## config.mk

```make
export PLATFORM = sky130hd
export DESIGN_NAME = dtcm_top
export DESIGN_NICKNAME = d
export VERILOG_FILES = /design/src/common/dtcm_pkg.sv /design/src/rtl/dtcm_top.sv
export VERILOG_INCLUDE_DIRS = /design/src /design/src/common
export SDC_FILE = /design/constraint.sdc
export NUM_CORES = 1
export LEC_CHECK = 0
export BUFFER_PORTS_ARGS = -buffer_cell sky130_fd_sc_hd__buf_2
export CORE_UTILIZATION = 48
export DETAILED_ROUTE_END_ITERATION = 7
export GPL_ROUTABILITY_DRIVEN = 1
export PLACE_DENSITY = 0.66
export SYNTH_ARGS = -nofsm -noshare
export SYNTH_HDL_FRONTEND = slang
export SYNTH_SLANG_ARGS = --single-unit
```

## constraint.sdc

```tcl
create_clock -name pclk -period 6.08 [get_ports pclk]
set_input_delay 1.52 -clock pclk [delete_from_list [all_inputs] [get_ports pclk]]
set_output_delay 1.52 -clock pclk [all_outputs]
set_load 0.005 [all_outputs]
```

## src/common/dtcm_params.svh

```systemverilog
// offsets, field positions and reset values of the dual timer block
`ifndef DTCM_PARAMS_SVH
`define DTCM_PARAMS_SVH
`define DTCM_OFS_RUN_OVF    12'h088
`define DTCM_OFS_MODE_SEL   12'h089
`define DTCM_OFS_AUX_MODE   12'h08f
`define DTCM_OFS_COUNT0     12'h08a
`define DTCM_OFS_COUNT1     12'h08b
`define DTCM_OFS_AUX_CTRL1  12'h0a2
`define DTCM_WORD_SCALE     4
`define DTCM_BIT_TR0        4
`define DTCM_BIT_TF0        5
`define DTCM_BIT_TR1        6
`define DTCM_BIT_TF1        7
`define DTCM_BIT_TIMER0_MODE_TOP_BIT       0
`define DTCM_BIT_TIMER1_MODE_TOP_BIT       4
`define DTCM_BIT_CS0        2
`define DTCM_BIT_CS1        6
`define DTCM_BIT_TIMER0_TOGGLE_ENABLE       0
`define DTCM_BIT_TIMER1_TOGGLE_ENABLE       1
`define DTCM_RUN_OVF_RST    8'h00
`define DTCM_MODE_SEL_RST   8'h00
`define DTCM_AUX_MODE_RST   8'h00
`define DTCM_PRESCALE_MASK  8'h1f
`define DTCM_PWM_ALL_HIGH   8'h00
`define DTCM_PWM_ALL_LOW    8'hff
`endif

```

## src/common/dtcm_pkg.sv

```systemverilog
// types shared by the dual timer block
package dtcm_pkg;
	typedef enum logic [2:0] {
		DTCM_M13   = 3'b000,
		DTCM_M16   = 3'b001,
		DTCM_M8AR  = 3'b010,
		DTCM_MSPL  = 3'b011,
		DTCM_MPWM  = 3'b110
	} dtcm_mode_t;
	typedef struct packed {
		logic [7:0] hi;
		logic [7:0] lo;
	} dtcm_count_t;
endpackage

```

## src/rtl/dtcm_top.sv

```systemverilog
// two up-counting timer/counters with pwm and toggle outputs, apb slave
//
// The APB interface to the registers was chosen for this implementation.
`timescale 1ns/1ns
`include "dtcm_params.svh"

////////////////////////////////////////////////////////////////////////////////
// Behaviour
// RL1: mode is three bits; top bit from aux mode register bit 0 or 4.
// RL2: mode 0 is an 8-bit count behind a divide-by-32 prescaler.
// RL3: mode 0 uses high byte plus low five bits of the low byte.
// RL4: rollover from all ones to zero sets the overflow flag.
// RL5: count pulses pass only while the run bit is one.
// RL6: setting the run bit leaves both count bytes untouched.
// RL7: mode 1 cascades full sixteen bits with no prescaler.
// RL8: mode 2 low byte reloads from high byte on overflow, sets flag.
// RL9: timer 1 in mode 3 stops as if its run bit were clear.
// RL10: timer 0 mode 3 low byte uses timer 0 source, run and flag.
// RL11: timer 0 mode 3 high byte counts clocks via timer 1 run and flag.
// RL12: with timer 0 in mode 3, timer 1 runs unless itself in mode 3.
// RL13: software must not use mode codes 100, 101 or 111.
// RL14: mode 110 is pwm with a 256 clock period, auto-reload style.
// RL15: high byte sets low phase; high phase is 256 minus it.
// RL16: high byte 00h forces pin high, ffh forces pin low.
// RL17: in pwm mode hardware sets and clears the flag; software may clear.
// RL18: flags at bits 5 and 7 set on overflow, cleared on vector or software.
// RL19: run bits are bits 4 and 6; lower four bits reserved.
// RL20: with toggle enabled, pin output inverts on every overflow.
// RL21: toggle output is high until the first overflow after enable.
// RL22: toggle output needs internal clock counting selected.
// RL23: timer operation counts once per peripheral clock while running.
// RL24: counter operation counts on a high then low pin sample.
// RL25: source select clear picks clock, set picks external pin.
// RL26: each overflow flag is presented as an interrupt request output.
module dtcm_top
	import dtcm_pkg::*;
(
	input  wire logic        pclk,
	input  wire logic        presetn,
	input  wire logic        psel,
	input  wire logic        penable,
	input  wire logic        pwrite,
	input  wire logic [11:0] paddr,
	input  wire logic [31:0] pwdata,
	output logic      [31:0] prdata,
	output logic             pready,
	output logic             pslverr,
	input  wire logic        timer0_pin_in,
	input  wire logic        timer1_pin_in,
	output logic             timer0_pin_out,
	output logic             timer1_pin_out,
	output logic             timer0_pin_oe_n,
	output logic             timer1_pin_oe_n,
	input  wire logic        timer0_vector_ack,
	input  wire logic        timer1_vector_ack,
	output logic             timer0_irq,
	output logic             timer1_irq
);

	logic [7:0]  run_ovf_r;
	logic [7:0]  mode_sel_r;
	logic [7:0]  aux_mode_r;
	logic [1:0]  aux_ctrl1_r;
	dtcm_count_t cnt0_r, cnt1_r;
	dtcm_count_t cnt0_nxt, cnt1_nxt;
	logic [1:0]  pin_d_r;
	logic [1:0]  tog_r;
	logic [1:0]  pwm_r;
	dtcm_mode_t  mode0, mode1;
	logic        wr_en, rd_en, addr_ok;
	logic [11:0] word_addr;
	logic        tick0, tick1, tick0h;
	logic        ovf0, ovf1, ovf0h;
	logic        set_tf0, set_tf1, clr_tf0, clr_tf1;
	logic        pwm_rise0, pwm_rise1;

	////////////////////////////////////////////////////////////////////////
	// mode decode and count sources
	assign mode0 = dtcm_mode_t'({aux_mode_r[`DTCM_BIT_TIMER0_MODE_TOP_BIT],
		mode_sel_r[1:0]}); // RL1
	assign mode1 = dtcm_mode_t'({aux_mode_r[`DTCM_BIT_TIMER1_MODE_TOP_BIT],
		mode_sel_r[5:4]}); // RL1

	// pin edge: high last sample, low now; clock select bit picks source
	assign tick0 = run_ovf_r[`DTCM_BIT_TR0] &
		(mode_sel_r[`DTCM_BIT_CS0] ? (pin_d_r[0] & ~timer0_pin_in)
		: 1'b1); // RL5 RL23 RL24 RL25 RL10
	// timer 1 stopped in its own mode 3
	assign tick1 = run_ovf_r[`DTCM_BIT_TR1] & (mode1 != DTCM_MSPL) &
		(mode_sel_r[`DTCM_BIT_CS1] ? (pin_d_r[1] & ~timer1_pin_in)
		: 1'b1); // RL5 RL9 RL12 RL24 RL25
	// split high byte: clock only, gated by timer 1 run bit
	assign tick0h = (mode0 == DTCM_MSPL) &
		run_ovf_r[`DTCM_BIT_TR1]; // RL11

	always_ff @(posedge pclk or negedge presetn) begin
		if (!presetn) begin
			pin_d_r <= 2'b00;
		end else begin
			pin_d_r <= {timer1_pin_in, timer0_pin_in};
		end
	end

	////////////////////////////////////////////////////////////////////////
	// counting per mode
	always_comb begin
		cnt0_nxt = cnt0_r;
		ovf0     = 1'b0;
		ovf0h    = 1'b0;
		if (tick0) begin
			case (mode0)
			DTCM_M13: begin
				// upper three low bits are don't-care; kept at zero
				if (cnt0_r.lo[4:0] == 5'h1f) begin
					cnt0_nxt.lo = 8'h00;
					cnt0_nxt.hi = cnt0_r.hi + 8'h01;
					ovf0 = (cnt0_r.hi == 8'hff); // RL2 RL3 RL4
				end else begin
					cnt0_nxt.lo = {3'b000, cnt0_r.lo[4:0] + 5'h01};
				end
			end
			DTCM_M16: begin
				cnt0_nxt = cnt0_r + 16'h0001; // RL7
				ovf0 = (cnt0_r == 16'hffff); // RL4
			end
			DTCM_M8AR, DTCM_MPWM: begin
				if (cnt0_r.lo == 8'hff) begin
					// pwm wraps to zero so the period stays 256 clocks
					cnt0_nxt.lo = (mode0 == DTCM_MPWM) ? 8'h00 :
						cnt0_r.hi; // RL8 RL14
					ovf0 = 1'b1;
				end else begin
					cnt0_nxt.lo = cnt0_r.lo + 8'h01;
				end
			end
			DTCM_MSPL: begin
				cnt0_nxt.lo = cnt0_r.lo + 8'h01; // RL10
				ovf0 = (cnt0_r.lo == 8'hff);
			end
			default: begin
				cnt0_nxt = cnt0_r;
			end
			endcase
		end
		if (tick0h) begin
			cnt0_nxt.hi = cnt0_r.hi + 8'h01; // RL11
			ovf0h = (cnt0_r.hi == 8'hff);
		end
		if (wr_en && word_addr == `DTCM_OFS_COUNT0) begin
			cnt0_nxt = pwdata[15:0];
		end
	end

	always_comb begin
		cnt1_nxt = cnt1_r;
		ovf1     = 1'b0;
		if (tick1) begin
			case (mode1)
			DTCM_M13: begin
				if (cnt1_r.lo[4:0] == 5'h1f) begin
					cnt1_nxt.lo = 8'h00;
					cnt1_nxt.hi = cnt1_r.hi + 8'h01;
					ovf1 = (cnt1_r.hi == 8'hff); // RL2 RL3 RL4
				end else begin
					cnt1_nxt.lo = {3'b000, cnt1_r.lo[4:0] + 5'h01};
				end
			end
			DTCM_M16: begin
				cnt1_nxt = cnt1_r + 16'h0001; // RL7
				ovf1 = (cnt1_r == 16'hffff);
			end
			DTCM_M8AR, DTCM_MPWM: begin
				if (cnt1_r.lo == 8'hff) begin
					cnt1_nxt.lo = (mode1 == DTCM_MPWM) ? 8'h00 :
						cnt1_r.hi; // RL8 RL14
					ovf1 = 1'b1;
				end else begin
					cnt1_nxt.lo = cnt1_r.lo + 8'h01;
				end
			end
			default: begin
				cnt1_nxt = cnt1_r;
			end
			endcase
		end
		if (wr_en && word_addr == `DTCM_OFS_COUNT1) begin
			cnt1_nxt = pwdata[15:0];
		end
	end

	// run bit writes never touch the count bytes
	always_ff @(posedge pclk or negedge presetn) begin
		if (!presetn) begin
			cnt0_r <= '0;
			cnt1_r <= '0;
		end else begin
			cnt0_r <= cnt0_nxt; // RL6
			cnt1_r <= cnt1_nxt;
		end
	end

	////////////////////////////////////////////////////////////////////////
	// pwm phase: low for hi clocks, high for 256 - hi clocks
	always_ff @(posedge pclk or negedge presetn) begin
		if (!presetn) begin
			pwm_r <= 2'b00;
		end else begin
			if (tick0 && mode0 == DTCM_MPWM) begin
				pwm_r[0] <= (cnt0_nxt.lo >= cnt0_r.hi); // RL15
			end
			if (tick1 && mode1 == DTCM_MPWM) begin
				pwm_r[1] <= (cnt1_nxt.lo >= cnt1_r.hi); // RL15
			end
		end
	end
	assign pwm_rise0 = tick0 && mode0 == DTCM_MPWM && !pwm_r[0] &&
		(cnt0_nxt.lo >= cnt0_r.hi);
	assign pwm_rise1 = tick1 && mode1 == DTCM_MPWM && !pwm_r[1] &&
		(cnt1_nxt.lo >= cnt1_r.hi);

	////////////////////////////////////////////////////////////////////////
	// apb slave, zero wait states
	assign word_addr = {2'b00, paddr[11:2]};
	assign addr_ok = (paddr[1:0] == 2'b00) &&
		((word_addr == `DTCM_OFS_RUN_OVF) ||
		(word_addr == `DTCM_OFS_MODE_SEL) ||
		(word_addr == `DTCM_OFS_AUX_MODE) ||
		(word_addr == `DTCM_OFS_COUNT0) || (word_addr == `DTCM_OFS_COUNT1) ||
		(word_addr == `DTCM_OFS_AUX_CTRL1));
	assign wr_en = psel & penable & pwrite & addr_ok;
	assign rd_en = psel & ~penable & ~pwrite;

	always_ff @(posedge pclk or negedge presetn) begin
		if (!presetn) begin
			mode_sel_r  <= `DTCM_MODE_SEL_RST;
			aux_mode_r  <= `DTCM_AUX_MODE_RST;
			aux_ctrl1_r <= 2'b00;
		end else if (wr_en) begin
			if (word_addr == `DTCM_OFS_MODE_SEL) begin
				mode_sel_r <= pwdata[7:0] & 8'h77;
			end
			if (word_addr == `DTCM_OFS_AUX_MODE) begin
				aux_mode_r <= pwdata[7:0] & 8'h11; // RL1
			end
			if (word_addr == `DTCM_OFS_AUX_CTRL1) begin
				aux_ctrl1_r <= pwdata[1:0];
			end
		end
	end

	// flag sources: split mode steers timer 0 high byte to timer 1 flag
	assign set_tf0 = (mode0 == DTCM_MPWM) ? pwm_rise0 : ovf0; // RL4 RL17
	assign set_tf1 = ((mode0 == DTCM_MSPL) ? ovf0h : 1'b0) |
		((mode1 == DTCM_MPWM) ? pwm_rise1 : ovf1); // RL11 RL17
	assign clr_tf0 = timer0_vector_ack | ((mode0 == DTCM_MPWM) &&
		tick0 && (cnt0_nxt.lo < cnt0_r.hi)); // RL17 RL18
	assign clr_tf1 = timer1_vector_ack | ((mode1 == DTCM_MPWM) &&
		tick1 && (cnt1_nxt.lo < cnt1_r.hi)); // RL17 RL18

	// hardware set wins over any clear in the same cycle
	always_ff @(posedge pclk or negedge presetn) begin
		if (!presetn) begin
			run_ovf_r <= `DTCM_RUN_OVF_RST;
		end else begin
			if (wr_en && word_addr == `DTCM_OFS_RUN_OVF) begin
				run_ovf_r <= pwdata[7:0] & 8'hf0; // RL19
			end else begin
				if (clr_tf0) begin
					run_ovf_r[`DTCM_BIT_TF0] <= 1'b0;
				end
				if (clr_tf1) begin
					run_ovf_r[`DTCM_BIT_TF1] <= 1'b0;
				end
			end
			if (set_tf0) begin
				run_ovf_r[`DTCM_BIT_TF0] <= 1'b1; // RL18
			end
			if (set_tf1) begin
				run_ovf_r[`DTCM_BIT_TF1] <= 1'b1; // RL18
			end
		end
	end

	always_ff @(posedge pclk or negedge presetn) begin
		if (!presetn) begin
			prdata  <= 32'h0000_0000;
			pready  <= 1'b0;
			pslverr <= 1'b0;
		end else begin
			pready  <= psel & ~penable;
			pslverr <= psel & ~penable & ~addr_ok;
			if (rd_en) begin
				case (addr_ok ? word_addr : 12'hfff)
				`DTCM_OFS_RUN_OVF:   prdata <= {24'h0, run_ovf_r};
				`DTCM_OFS_MODE_SEL:  prdata <= {24'h0, mode_sel_r};
				`DTCM_OFS_AUX_MODE:  prdata <= {24'h0, aux_mode_r};
				`DTCM_OFS_COUNT0:    prdata <= {16'h0, cnt0_r};
				`DTCM_OFS_COUNT1:    prdata <= {16'h0, cnt1_r};
				`DTCM_OFS_AUX_CTRL1: prdata <= {30'h0, aux_ctrl1_r};
				default:             prdata <= 32'h0000_0000;
				endcase
			end
		end
	end

	////////////////////////////////////////////////////////////////////////
	// pin outputs: toggle starts high; pwm forced levels at 00h and ffh
	always_ff @(posedge pclk or negedge presetn) begin
		if (!presetn) begin
			tog_r <= 2'b11;
		end else begin
			if (!aux_ctrl1_r[`DTCM_BIT_TIMER0_TOGGLE_ENABLE]) begin
				tog_r[0] <= 1'b1; // RL21
			end else if (ovf0) begin
				tog_r[0] <= ~tog_r[0]; // RL20
			end
			if (!aux_ctrl1_r[`DTCM_BIT_TIMER1_TOGGLE_ENABLE]) begin
				tog_r[1] <= 1'b1; // RL21
			end else if (ovf1) begin
				tog_r[1] <= ~tog_r[1]; // RL20
			end
		end
	end

	// toggle only meaningful with clock counting; pin is an input otherwise, except in pwm mode
	always_ff @(posedge pclk or negedge presetn) begin
		if (!presetn) begin
			timer0_pin_out  <= 1'b1;
			timer1_pin_out  <= 1'b1;
			timer0_pin_oe_n <= 1'b1;
			timer1_pin_oe_n <= 1'b1;
			timer0_irq      <= 1'b0;
			timer1_irq      <= 1'b0;
		end else begin
			if (mode0 == DTCM_MPWM) begin
				timer0_pin_out <= (cnt0_r.hi == `DTCM_PWM_ALL_HIGH) ? 1'b1 :
					(cnt0_r.hi == `DTCM_PWM_ALL_LOW) ? 1'b0 : pwm_r[0]; // RL16
			end else begin
				timer0_pin_out <= tog_r[0];
			end
			if (mode1 == DTCM_MPWM) begin
				timer1_pin_out <= (cnt1_r.hi == `DTCM_PWM_ALL_HIGH) ? 1'b1 :
					(cnt1_r.hi == `DTCM_PWM_ALL_LOW) ? 1'b0 : pwm_r[1]; // RL16
			end else begin
				timer1_pin_out <= tog_r[1];
			end
			timer0_pin_oe_n <= ~((mode0 == DTCM_MPWM) |
				(aux_ctrl1_r[`DTCM_BIT_TIMER0_TOGGLE_ENABLE] &
				~mode_sel_r[`DTCM_BIT_CS0])); // RL22
			timer1_pin_oe_n <= ~((mode1 == DTCM_MPWM) |
				(aux_ctrl1_r[`DTCM_BIT_TIMER1_TOGGLE_ENABLE] &
				~mode_sel_r[`DTCM_BIT_CS1])); // RL22
			timer0_irq <= run_ovf_r[`DTCM_BIT_TF0]; // RL26
			timer1_irq <= run_ovf_r[`DTCM_BIT_TF1]; // RL26
		end
	end
endmodule

```

==> results.json, run 1 <==
{
  "reg2reg_depth": 16,
  "die_w_um": 106,
  "max_freq_mhz": 218,
  "cts.sinks": 76,
  "hold_buffers": 0,
  "outcome": "completed",
  "grt_max_degree": 77,
  "ys_seq_area_share_pct": 37.1,
  "synth-seq-cells": 76,
  "path_class": "in -> reg",
  "p_int_mw": 0.725,
  "synth_edf_count": 0,
  "synth_area_mm2": 0.00515,
  "regArea_mm2": 0.00191,
  "drt_iter0_drc": 473,
  "power_density_mw_per_mm2": 173,
  "start_kind": "primary input",
  "arrival_ps": 4840,
  "grt_remaining_overflow": 0,
  "initial_core_util_pct": 49.7,
  "p_sw_share_pct": 26.7,
  "grt_setup_unrepaired": "no",
  "cts_tree": "yes",
  "synth.distinct_cells": 61,
  "cts-root-buf": "clkbuf_8",
  "postCtsSetupBuffers": 0,
  "finalHoldViolCount": 0,
  "layout-drive-gt1-share_pct": 18.4,
  "worst_setup_path_end_kind": "flop",
  "final_nets": 720,
  "core_area_mm2": 0.0104,
  "htree_num_levels": 3,
  "fin_ws_ps": 1480,
  "hp-class": "reg -> reg",
  "critPathMaxFanout": 22,
  "clk_latency_ps": 360,
  "antenna_found_initial": 0,
  "async_flop_share_pct": 100,
  "vias": 4877,
  "drc": 0,
  "layout_common_cells": "nand2_1, dfrtp_1, buf_2, o21ai_0, a21oi_1",
  "first_pass_iters": 8,
  "p_leak_nw": 2.48,
  "die_h_um": 106,
  "pin_count": 93,
  "cts_buffer_depth": 2,
  "numPortBuffers": 60,
  "min_delay_path_depth": 0,
  "slew_viol_final": 0,
  "clock_power_share_pct": 40.6,
  "final_common_cell": "nand2_1",
  "finalPower_mw": 0.988,
  "place.gp.congestion": 0.967,
  "relSlewSlack_pct": 35.9,
  "syn_avg_cell_area_um2": 8.75,
  "peakVddDrop_mv": 0.101,
  "seq_power_share_pct": 52.0,
  "synthCells": 589,
  "ant_nets": 0,
  "place_ws_ps": 1150,
  "timing.final.crit_share_pct": 75.6,
  "grt_pass1_wl_um": 25400,
  "p_sw_mw": 0.264,
  "synth-warning-count": 0,
  "syn2layout_area_growth_pct": 10.6,
  "setup_viol": 0,
  "p_comb_share_pct": 7.3,
  "fillers": 989,
  "cp_data_required_time_ps": 6320,
  "finalSetupTns_ps": 0,
  "synth_ff_type": "dfrtp_1",
  "die_area_mm2": 0.0112,
  "multi_input_area_mm2": 0.00301,
  "drv_cap": 0,
  "grt_pass1_vias": 4640,
  "period_minus_slack_ps": 4600,
  "wl_per_cell_um": 20.4,
  "worstMarginPinSlew_ps": 958,
  "cts.clk_slew.worst_paths_ps": 90,
  "post_cts_resized": 0,
  "holdWs_ps": 463,
  "dp_hpwl_um": 12200,
  "diodes": 0,
  "drt_wl_total_um": 16000,
  "cts_made_buffers": 9,
  "skew_ps": 12.2,
  "routed_via_density": 6.22,
  "rows": 37,
  "grt_use_total_pct": 30.1
}
[path summary, 6_finish.rpt]
check	slack [ps]	end	start
max in group asynchronous	4160	cnt1_r[1]$_DFF_PN0_	presetn
max	1480	pwm_r[1]$_DFFE_PN0P_	paddr[10]
min	460	timer0_irq$_DFF_PN0_	run_ovf_r[5]$_DFFE_PN0P_
max reg2reg	2190	run_ovf_r[5]$_DFFE_PN0P_	cnt0_r[1]$_DFF_PN0_
min in group asynchronous	1310	pslverr$_DFF_PN0_	presetn
min reg2reg	460	timer0_irq$_DFF_PN0_	run_ovf_r[5]$_DFFE_PN0P_
[metrics by stage]
step	utilization [%]	instances	area, um^2
after global placement	53.1	768	5500
after global routing	55.0	784	5700
final	55.0	784	5700
after floorplan	-	604	5210
after detailed placement	53.1	768	5500
after CTS	55.0	784	5700
[power by group through the flow]
| stage | Clock (mW) | Combinational, mW | Sequential (mW) |
|---|---|---|---|
| 4_1_cts | 0.406 | 0.0722 | 0.514 |
| 3_3_place_gp | 0 | 0.0706 | 0.524 |
| 5_1_grt | 0.425 | 0.0813 | 0.515 |
| 2_1_floorplan | 0 | 0.0420 | 0.522 |
| 6_report | 0.401 | 0.0725 | 0.514 |
| 3_5_place_dp | 0 | 0.0719 | 0.524 |
[sequential cells by signal, summed over array words and instances (netlist names)]
name and flops:
tog_r 2, aux_ctrl1_r 2, pslverr 1, timer1_pin_out 1
aux_mode_r 2, timer1_irq 1, pin_d_r 2, pready 1
pwm_r 2, timer0_pin_out 1, timer0_pin_oe_n 1, cnt1_r 16
prdata 16, timer1_pin_oe_n 1, cnt0_r 16, mode_sel_r 6
timer0_irq 1, run_ovf_r 4
[synth_stat cells, drive strengths merged (16+ instances only)]
cell type | instances | area, um^2
nand2 | 72 | 270
ha | 24 | 300
dfrtp | 70 | 1750
nand4 | 18 | 113
nand3 | 22 | 110
a21oi | 40 | 200
a22oi | 18 | 135
mux2 | 16 | 180
inv | 23 | 86.3
buf | 24 | 160
o21ai | 43 | 215
nor2 | 37 | 139
[layout make-up]
cell class | instances | share of cell area (%)
Sequential cell | 76 | 33.5
Clock inverter | 7 | 1.27
Clock buffer | 9 | 2.17
Multi-Input combinational cell | 470 | 52.8
Tap cell | 136 | 2.99
Inverter | 23 | 1.51
Timing Repair Buffer | 63 | 5.71
[routing by layer]
metal  track usage [%]  vias to the layer above  share of wire (%)
met5                 0                        -                  0
met4              11.3                        0                2.6
met3              5.01                       32                8.1
met2              44.9                      246                 45
met1              43.6                     2345                 44
li1                  -                     2254                  -
[worst max-delay path, cell delays in order]
cell and delay, ps:
buf_2 120, nor4_2 380, and4_1 350, nand3_1 700, a21oi_1 590, ha_1 340
nand2_1 80, nor2_1 40, a211oi_1 240, o21ai_0 190, mux2_2 300
[logic make-up after synthesis]
group                    synth area share [%]
buffers and inverters                    5.59
XOR/XNOR                                 2.72
adder cells (fa/ha/maj)                  5.83
AO/OA/AOI/OAI                            21.6
multiplexers                             3.89
other                                  0.0728
AND/OR/NAND/NOR                          23.2
flip-flops                               37.1
Note: power is estimated with default switching activity, not from simulation.
==> run 2, diff against run 1 <==
==> constraint.sdc (replaced) <==
create_clock -name pclk -period 4.53 [get_ports pclk]
set_input_delay 1.1325 -clock pclk [delete_from_list [all_inputs] [get_ports pclk]]
set_output_delay 1.1325 -clock pclk [all_outputs]
set_load 0.005 [all_outputs]
==> run 2 against run 1 <==
Effect of this change: the run now ends with DRC left; sequential power is 34% higher; die area unchanged; clock-buffer cell count increased by 2; clock power grew 55%; highest routed layer unchanged.
==> results.json, run 2 (synthesis results as in run 1) <==
{
  "outcome": "finished, violations left",
  "failed_checks": "DRC",
  "clk_latency_ps": 380,
  "die_h_um": 106,
  "die_area_mm2": 0.0112,
  "layout-drive-gt1-share_pct": 18.6,
  "diodes": 0,
  "seq_power_share_pct": 48.9,
  "fillers": 984,
  "r2r_slack_ps": 860,
  "path_class": "in -> reg",
  "cts_made_buffers": 9,
  "drt_wl_total_um": 16300,
  "cp_data_required_time_ps": 4780,
  "htree_num_levels": 3,
  "p_leak_nw": 2.51,
  "cts.clk_slew.worst_paths_ps": 80,
  "placed_area_mm2": 0.00552,
  "relSlewSlack_pct": 30.6,
  "timing.final.crit_share_pct": 83.8,
  "antenna_found_initial": 0,
  "drt_iter0_drc": 542,
  "hold_buffers": 0,
  "cts.sinks": 76,
  "numPortBuffers": 60,
  "power_density_mw_per_mm2": 245,
  "rows": 37,
  "cts-root-buf": "clkbuf_8",
  "slowest_delay_ps": 380,
  "skew_ps": 14.4,
  "post_cts_resized": 0,
  "cts_buffer_depth": 2,
  "grt_setup_unrepaired": "no",
  "setup_viol": 0,
  "initial_core_util_pct": 49.7,
  "clock_power_share_pct": 44.0,
  "cp_slowest_cell": "nand3_1",
  "p_comb_share_pct": 7.0,
  "peakVddDrop_mv": 0.120,
  "finalPower_mw": 1.41,
  "final_common_cell": "nand2_1",
  "grt_pass1_wl_um": 25800,
  "syn2layout_area_growth_pct": 11.7,
  "placedCellCount": 770,
  "ant_nets": 0,
  "routed_via_density": 6.24,
  "cts_tree": "yes",
  "holdWs_ps": 477,
  "finalSetupTns_ps": 0,
  "reg2reg_to": "run_ovf_r[5]$_DFFE_PN0P_",
  "worstMarginPinSlew_ps": 1040,
  "first_pass_iters": 7,
  "instances_no_fill": 786,
  "path_common_cell": "nand3_1",
  "grt_pass1_vias": 4581,
  "max_freq_mhz": 264,
  "p_sw_mw": 0.353,
  "slew_viol_final": 0,
  "pin_count": 93,
  "dp_hpwl_um": 12400,
  "vias": 4901,
  "largestRegisters": "cnt0_r: 16 flops, cnt1_r: 16 flops, prdata: 16 flops",
  "start_kind": "primary input",
  "p_int_mw": 1.06,
  "fin_ws_ps": 735,
  "hp-class": "reg -> reg",
  "finalHoldViolCount": 0,
  "fin_area_mm2": 0.00575,
  "fin_util_pct": 55.5,
  "wl_per_cell_um": 20.7,
  "drc": 1,
  "arrival_ps": 4040,
  "reg2reg_depth": 16,
  "place_ws_ps": 438,
  "crit_chain": "buf_2, nor4_2, and4_1, nand3_1, buf_4, a31o_2, ha_1, a21oi_1, and3_1, o21ai_0, a21boi_0, nand3_1",
  "critical_path_buf_inv_count": 2,
  "die_w_um": 106,
  "grt_max_degree": 77,
  "p_sw_share_pct": 25.0,
  "layout_common_cells": "nand2_1, dfrtp_1, buf_2, o21ai_0, a21oi_1",
  "path_delay_family": "simple AND/OR/NAND/NOR gates",
  "path_depth": 12,
  "postCtsSetupBuffers": 0,
  "core_area_mm2": 0.0104,
  "r2r-start": "cnt0_r[1]$_DFF_PN0_",
  "grt_remaining_overflow": 0,
  "grt_use_total_pct": 30.8,
  "cp-endpoint": "run_ovf_r[7]$_DFFE_PN0P_",
  "final_nets": 722,
  "period_minus_slack_ps": 3790,
  "critPathMaxFanout": 15,
  "place.gp.congestion": 0.966,
  "drv_cap": 0,
  "worst_setup_path_end_kind": "flop",
  "setup.worst_path.start": "paddr[10]"
}
-- run 2: worst min path at each step --
stage,end,cells after the start,slack (ps),start
after detailed placement,timer1_irq$_DFF_PN0_,0,460,run_ovf_r[7]$_DFFE_PN0P_
final,prdata[9]$_DFFE_PN0P_,2,480,prdata[9]$_DFFE_PN0P_
after global routing,timer1_irq$_DFF_PN0_,0,490,run_ovf_r[7]$_DFFE_PN0P_
after CTS,timer1_irq$_DFF_PN0_,0,480,run_ovf_r[7]$_DFFE_PN0P_
after global placement,prdata[7]$_DFFE_PN0P_,2,460,prdata[7]$_DFFE_PN0P_
after floorplan,timer0_irq$_DFF_PN0_,0,370,run_ovf_r[5]$_DFFE_PN0P_
-- run 2: final cells by class --
type                       count  area [um^2]  share of cell area [%]
clock buffer                  11          151                    2.63
sequential                    76         1910                    33.2
timing repair buffer          65          340                    5.92
tap                          136          170                    2.96
clock inverter                 5         83.8                    1.46
inverter                      23         86.3                    1.50
multi-input combinational    470         3010                    52.3
-- run 2: worst register-to-register path: cells and delay by family (launching register included) --
family	cells	cell delay [ps]
DFF	1	480
and+or+nand+nor	7	1070
AOI/OAI and AO/OA	5	1000
adders and majority gates	3	850
buffers and inverters	1	150
-- run 2: power by group through the flow --
stage / combinational [mW] / clock [mW] / sequential [mW]
global placement: 0.0950 / 0 / 0.704
detailed placement: 0.0974 / 0 / 0.704
CTS: 0.0981 / 0.628 / 0.690
finish: 0.0991 / 0.621 / 0.690
floorplan: 0.0564 / 0 / 0.701
global route: 0.110 / 0.659 / 0.691
-- run 2: layer usage --
metal  part of all wire, %  vias to the layer above  GRT usage, %
met4                   2.0                        0          9.42
li1                      -                     2272             -
met2                    45                      236          47.4
met5                     0                        -             0
met1                    45                     2368          43.7
met3                   8.0                       25          6.06
==> run 3, diff against run 2 <==
--- a/config.mk
+++ b/config.mk
@@ -10,7 +10,7 @@
 export CORE_UTILIZATION = 48
 export DETAILED_ROUTE_END_ITERATION = 7
 export GPL_ROUTABILITY_DRIVEN = 1
-export PLACE_DENSITY = 0.66
+export PLACE_DENSITY = 0.69
 export SYNTH_ARGS = -nofsm -noshare
 export SYNTH_HDL_FRONTEND = slang
 export SYNTH_SLANG_ARGS = --single-unit
==> constraint.sdc (replaced) <==
create_clock -name pclk -period 3.2 [get_ports pclk]
set_input_delay 0.8 -clock pclk [delete_from_list [all_inputs] [get_ports pclk]]
set_output_delay 0.8 -clock pclk [all_outputs]
set_load 0.005 [all_outputs]
==> run 3 against run 2 <==
Effect of this change: the flow now finishes without violations; clock-buffer cell count shrank 1; first-iteration DRC count grew 20%; design area grew 14%; critical path depth grew 2; worst setup slack lost 670 ps; sequential cell count is the same; largest power group unchanged; critical path type unchanged; clock skew shrank 2.2 ps.
==> results.json, run 3 (synthesis results as in run 1) <==
{
  "final_common_cell": "buf_4",
  "peakVddDrop_mv": 0.232,
  "setup_viol": 0,
  "r2r_slack_ps": 80,
  "cp_data_required_time_ps": 3450,
  "instances_no_fill": 868,
  "initial_core_util_pct": 49.7,
  "cts.clk_slew.worst_paths_ps": 100,
  "arrival_ps": 3380,
  "relSlewSlack_pct": 34.4,
  "place_ws_ps": -424,
  "syn2layout_area_growth_pct": 27.8,
  "place.gp.congestion": 0.985,
  "antenna_found_initial": 0,
  "final_nets": 804,
  "grt_setup_unrepaired": "yes",
  "cts_buffer_depth": 2,
  "grt_pass1_vias": 5137,
  "layout_common_cells": "buf_4, nand2_1, dfrtp_1, buf_2",
  "rows": 37,
  "timing.final.crit_share_pct": 97.9,
  "finalSetupTns_ps": 0,
  "pin_count": 93,
  "drt_iter0_drc": 649,
  "diodes": 0,
  "grt_max_degree": 77,
  "fin_ws_ps": 67.5,
  "power_density_mw_per_mm2": 301,
  "hp-class": "reg -> reg",
  "outcome": "completed",
  "cts_tree": "yes",
  "critPathMaxFanout": 7,
  "finalHoldViolCount": 0,
  "r2r-start": "cnt0_r[1]$_DFF_PN0_",
  "largestRegisters": "cnt0_r: 16 flops, cnt1_r: 16 flops, prdata: 16 flops",
  "max_freq_mhz": 319,
  "setup.worst_path.start": "paddr[8]",
  "first_pass_iters": 5,
  "wl_per_cell_um": 20.5,
  "die_area_mm2": 0.0112,
  "drc": 0,
  "layout-drive-gt1-share_pct": 32.4,
  "drt_wl_total_um": 17800,
  "multi_input_area_mm2": 0.00323,
  "hp-start": "aux_ctrl1_r[0]$_DFFE_PN0P_",
  "htree_num_levels": 3,
  "routed_via_density": 6.11,
  "start_kind": "primary input",
  "holdWs_ps": 482,
  "die_h_um": 106,
  "cts.sinks": 76,
  "fillers": 925,
  "drv_cap": 0,
  "cts-root-buf": "clkbuf_8",
  "clk_latency_ps": 380,
  "path_class": "in -> reg",
  "period_minus_slack_ps": 3130,
  "placedCellCount": 846,
  "grt_use_total_pct": 32.9,
  "core_area_mm2": 0.0104,
  "worst_setup_path_end_kind": "flop",
  "grt_pass1_wl_um": 27500,
  "slew_viol_final": 0,
  "p_leak_nw": 2.97,
  "dp_hpwl_um": 13700,
  "die_w_um": 106,
  "numPortBuffers": 60,
  "cts_made_buffers": 9,
  "ant_nets": 0,
  "regArea_mm2": 0.00191,
  "worstMarginPinSlew_ps": 984,
  "skew_ps": 12.2,
  "grt_remaining_overflow": 0,
  "vias": 5307
}
-- run 3: cell count changes in the layout (fill, tap and decap cells not counted), sizes merged --
cell / before / now
buf: 65 / 147
bufinv: 2 / 1
clkbuf: 11 / 10
inv: 23 / 25
-- run 3: routing by layer --
metal	track usage (%)	part of all wire, %	wire length, um	up-vias
met5	0	0	0	-
met1	45.6	43	7690	2555
li1	-	-	-	2429
met2	52.1	46	8240	284
met3	5.75	8.1	1440	39
met4	10.9	2.4	427	0
-- run 3: cell type report --
class / count / area share [%]
clock buffers: 10 / 2.09
flip-flops and latches: 76 / 29.0
clock inverters: 6 / 1.08
well taps: 136 / 2.58
inverters: 23 / 1.31
repair buffers: 147 / 14.9
multi-input cells: 470 / 49.0
-- run 3: timing repair --
action | 4_1_cts | 5_1_grt
pin swaps | 2 | 17
setup buffers | 0 | 6
gates cloned | 0 | 0
endpoints found under the setup margin | 3 | 4
hold buffers | 0 | 0
gates resized for setup | 6 | 49
-- run 3: power by group --
| part | internal (mW) | switching, mW | total (mW) |
|---|---|---|---|
| Clock | 0.389 | 0.424 | 0.813 |
| Sequential | 0.967 | 0.00746 | 0.974 |
| Combinational | 0.0840 | 0.111 | 0.195 |
| Total | 1.44 | 0.542 | 1.98 |
-- run 3: final timing paths --
path / endpoint / cells after the start
min reg2reg: tog_r[0]$_DFFE_PN1P_ / 1
max in group asynchronous: aux_mode_r[4]$_DFFE_PN0P_ / 1
min in group asynchronous: timer0_irq$_DFF_PN0_ / 1
min: tog_r[0]$_DFFE_PN1P_ / 1
max: run_ovf_r[5]$_DFFE_PN0P_ / 14
max reg2reg: run_ovf_r[5]$_DFFE_PN0P_ / 17
-- run 3: critical path, cell delays in order --
cell and delay [ps]:
buf_8 100, nor4_4 320, nand4_1 250, nor3_4 350, buf_6 170, buf_6 100
o31ai_4 70, ha_1 310, nor2b_4 130, o211ai_1 150, a21oi_1 80, or3_4 360
nand4b_1 110, nand4_1 80
-- run 3: per-stage QoR --
step           util (%)  total power, mW  area (um^2)
2_1_floorplan         -             1.07         5220
3_3_place_gp       58.8             1.16         6090
3_5_place_dp       58.8             1.17         6090
4_1_cts            61.1             1.97         6330
5_1_grt            63.5             2.05         6590
6_report           63.5             1.98         6590
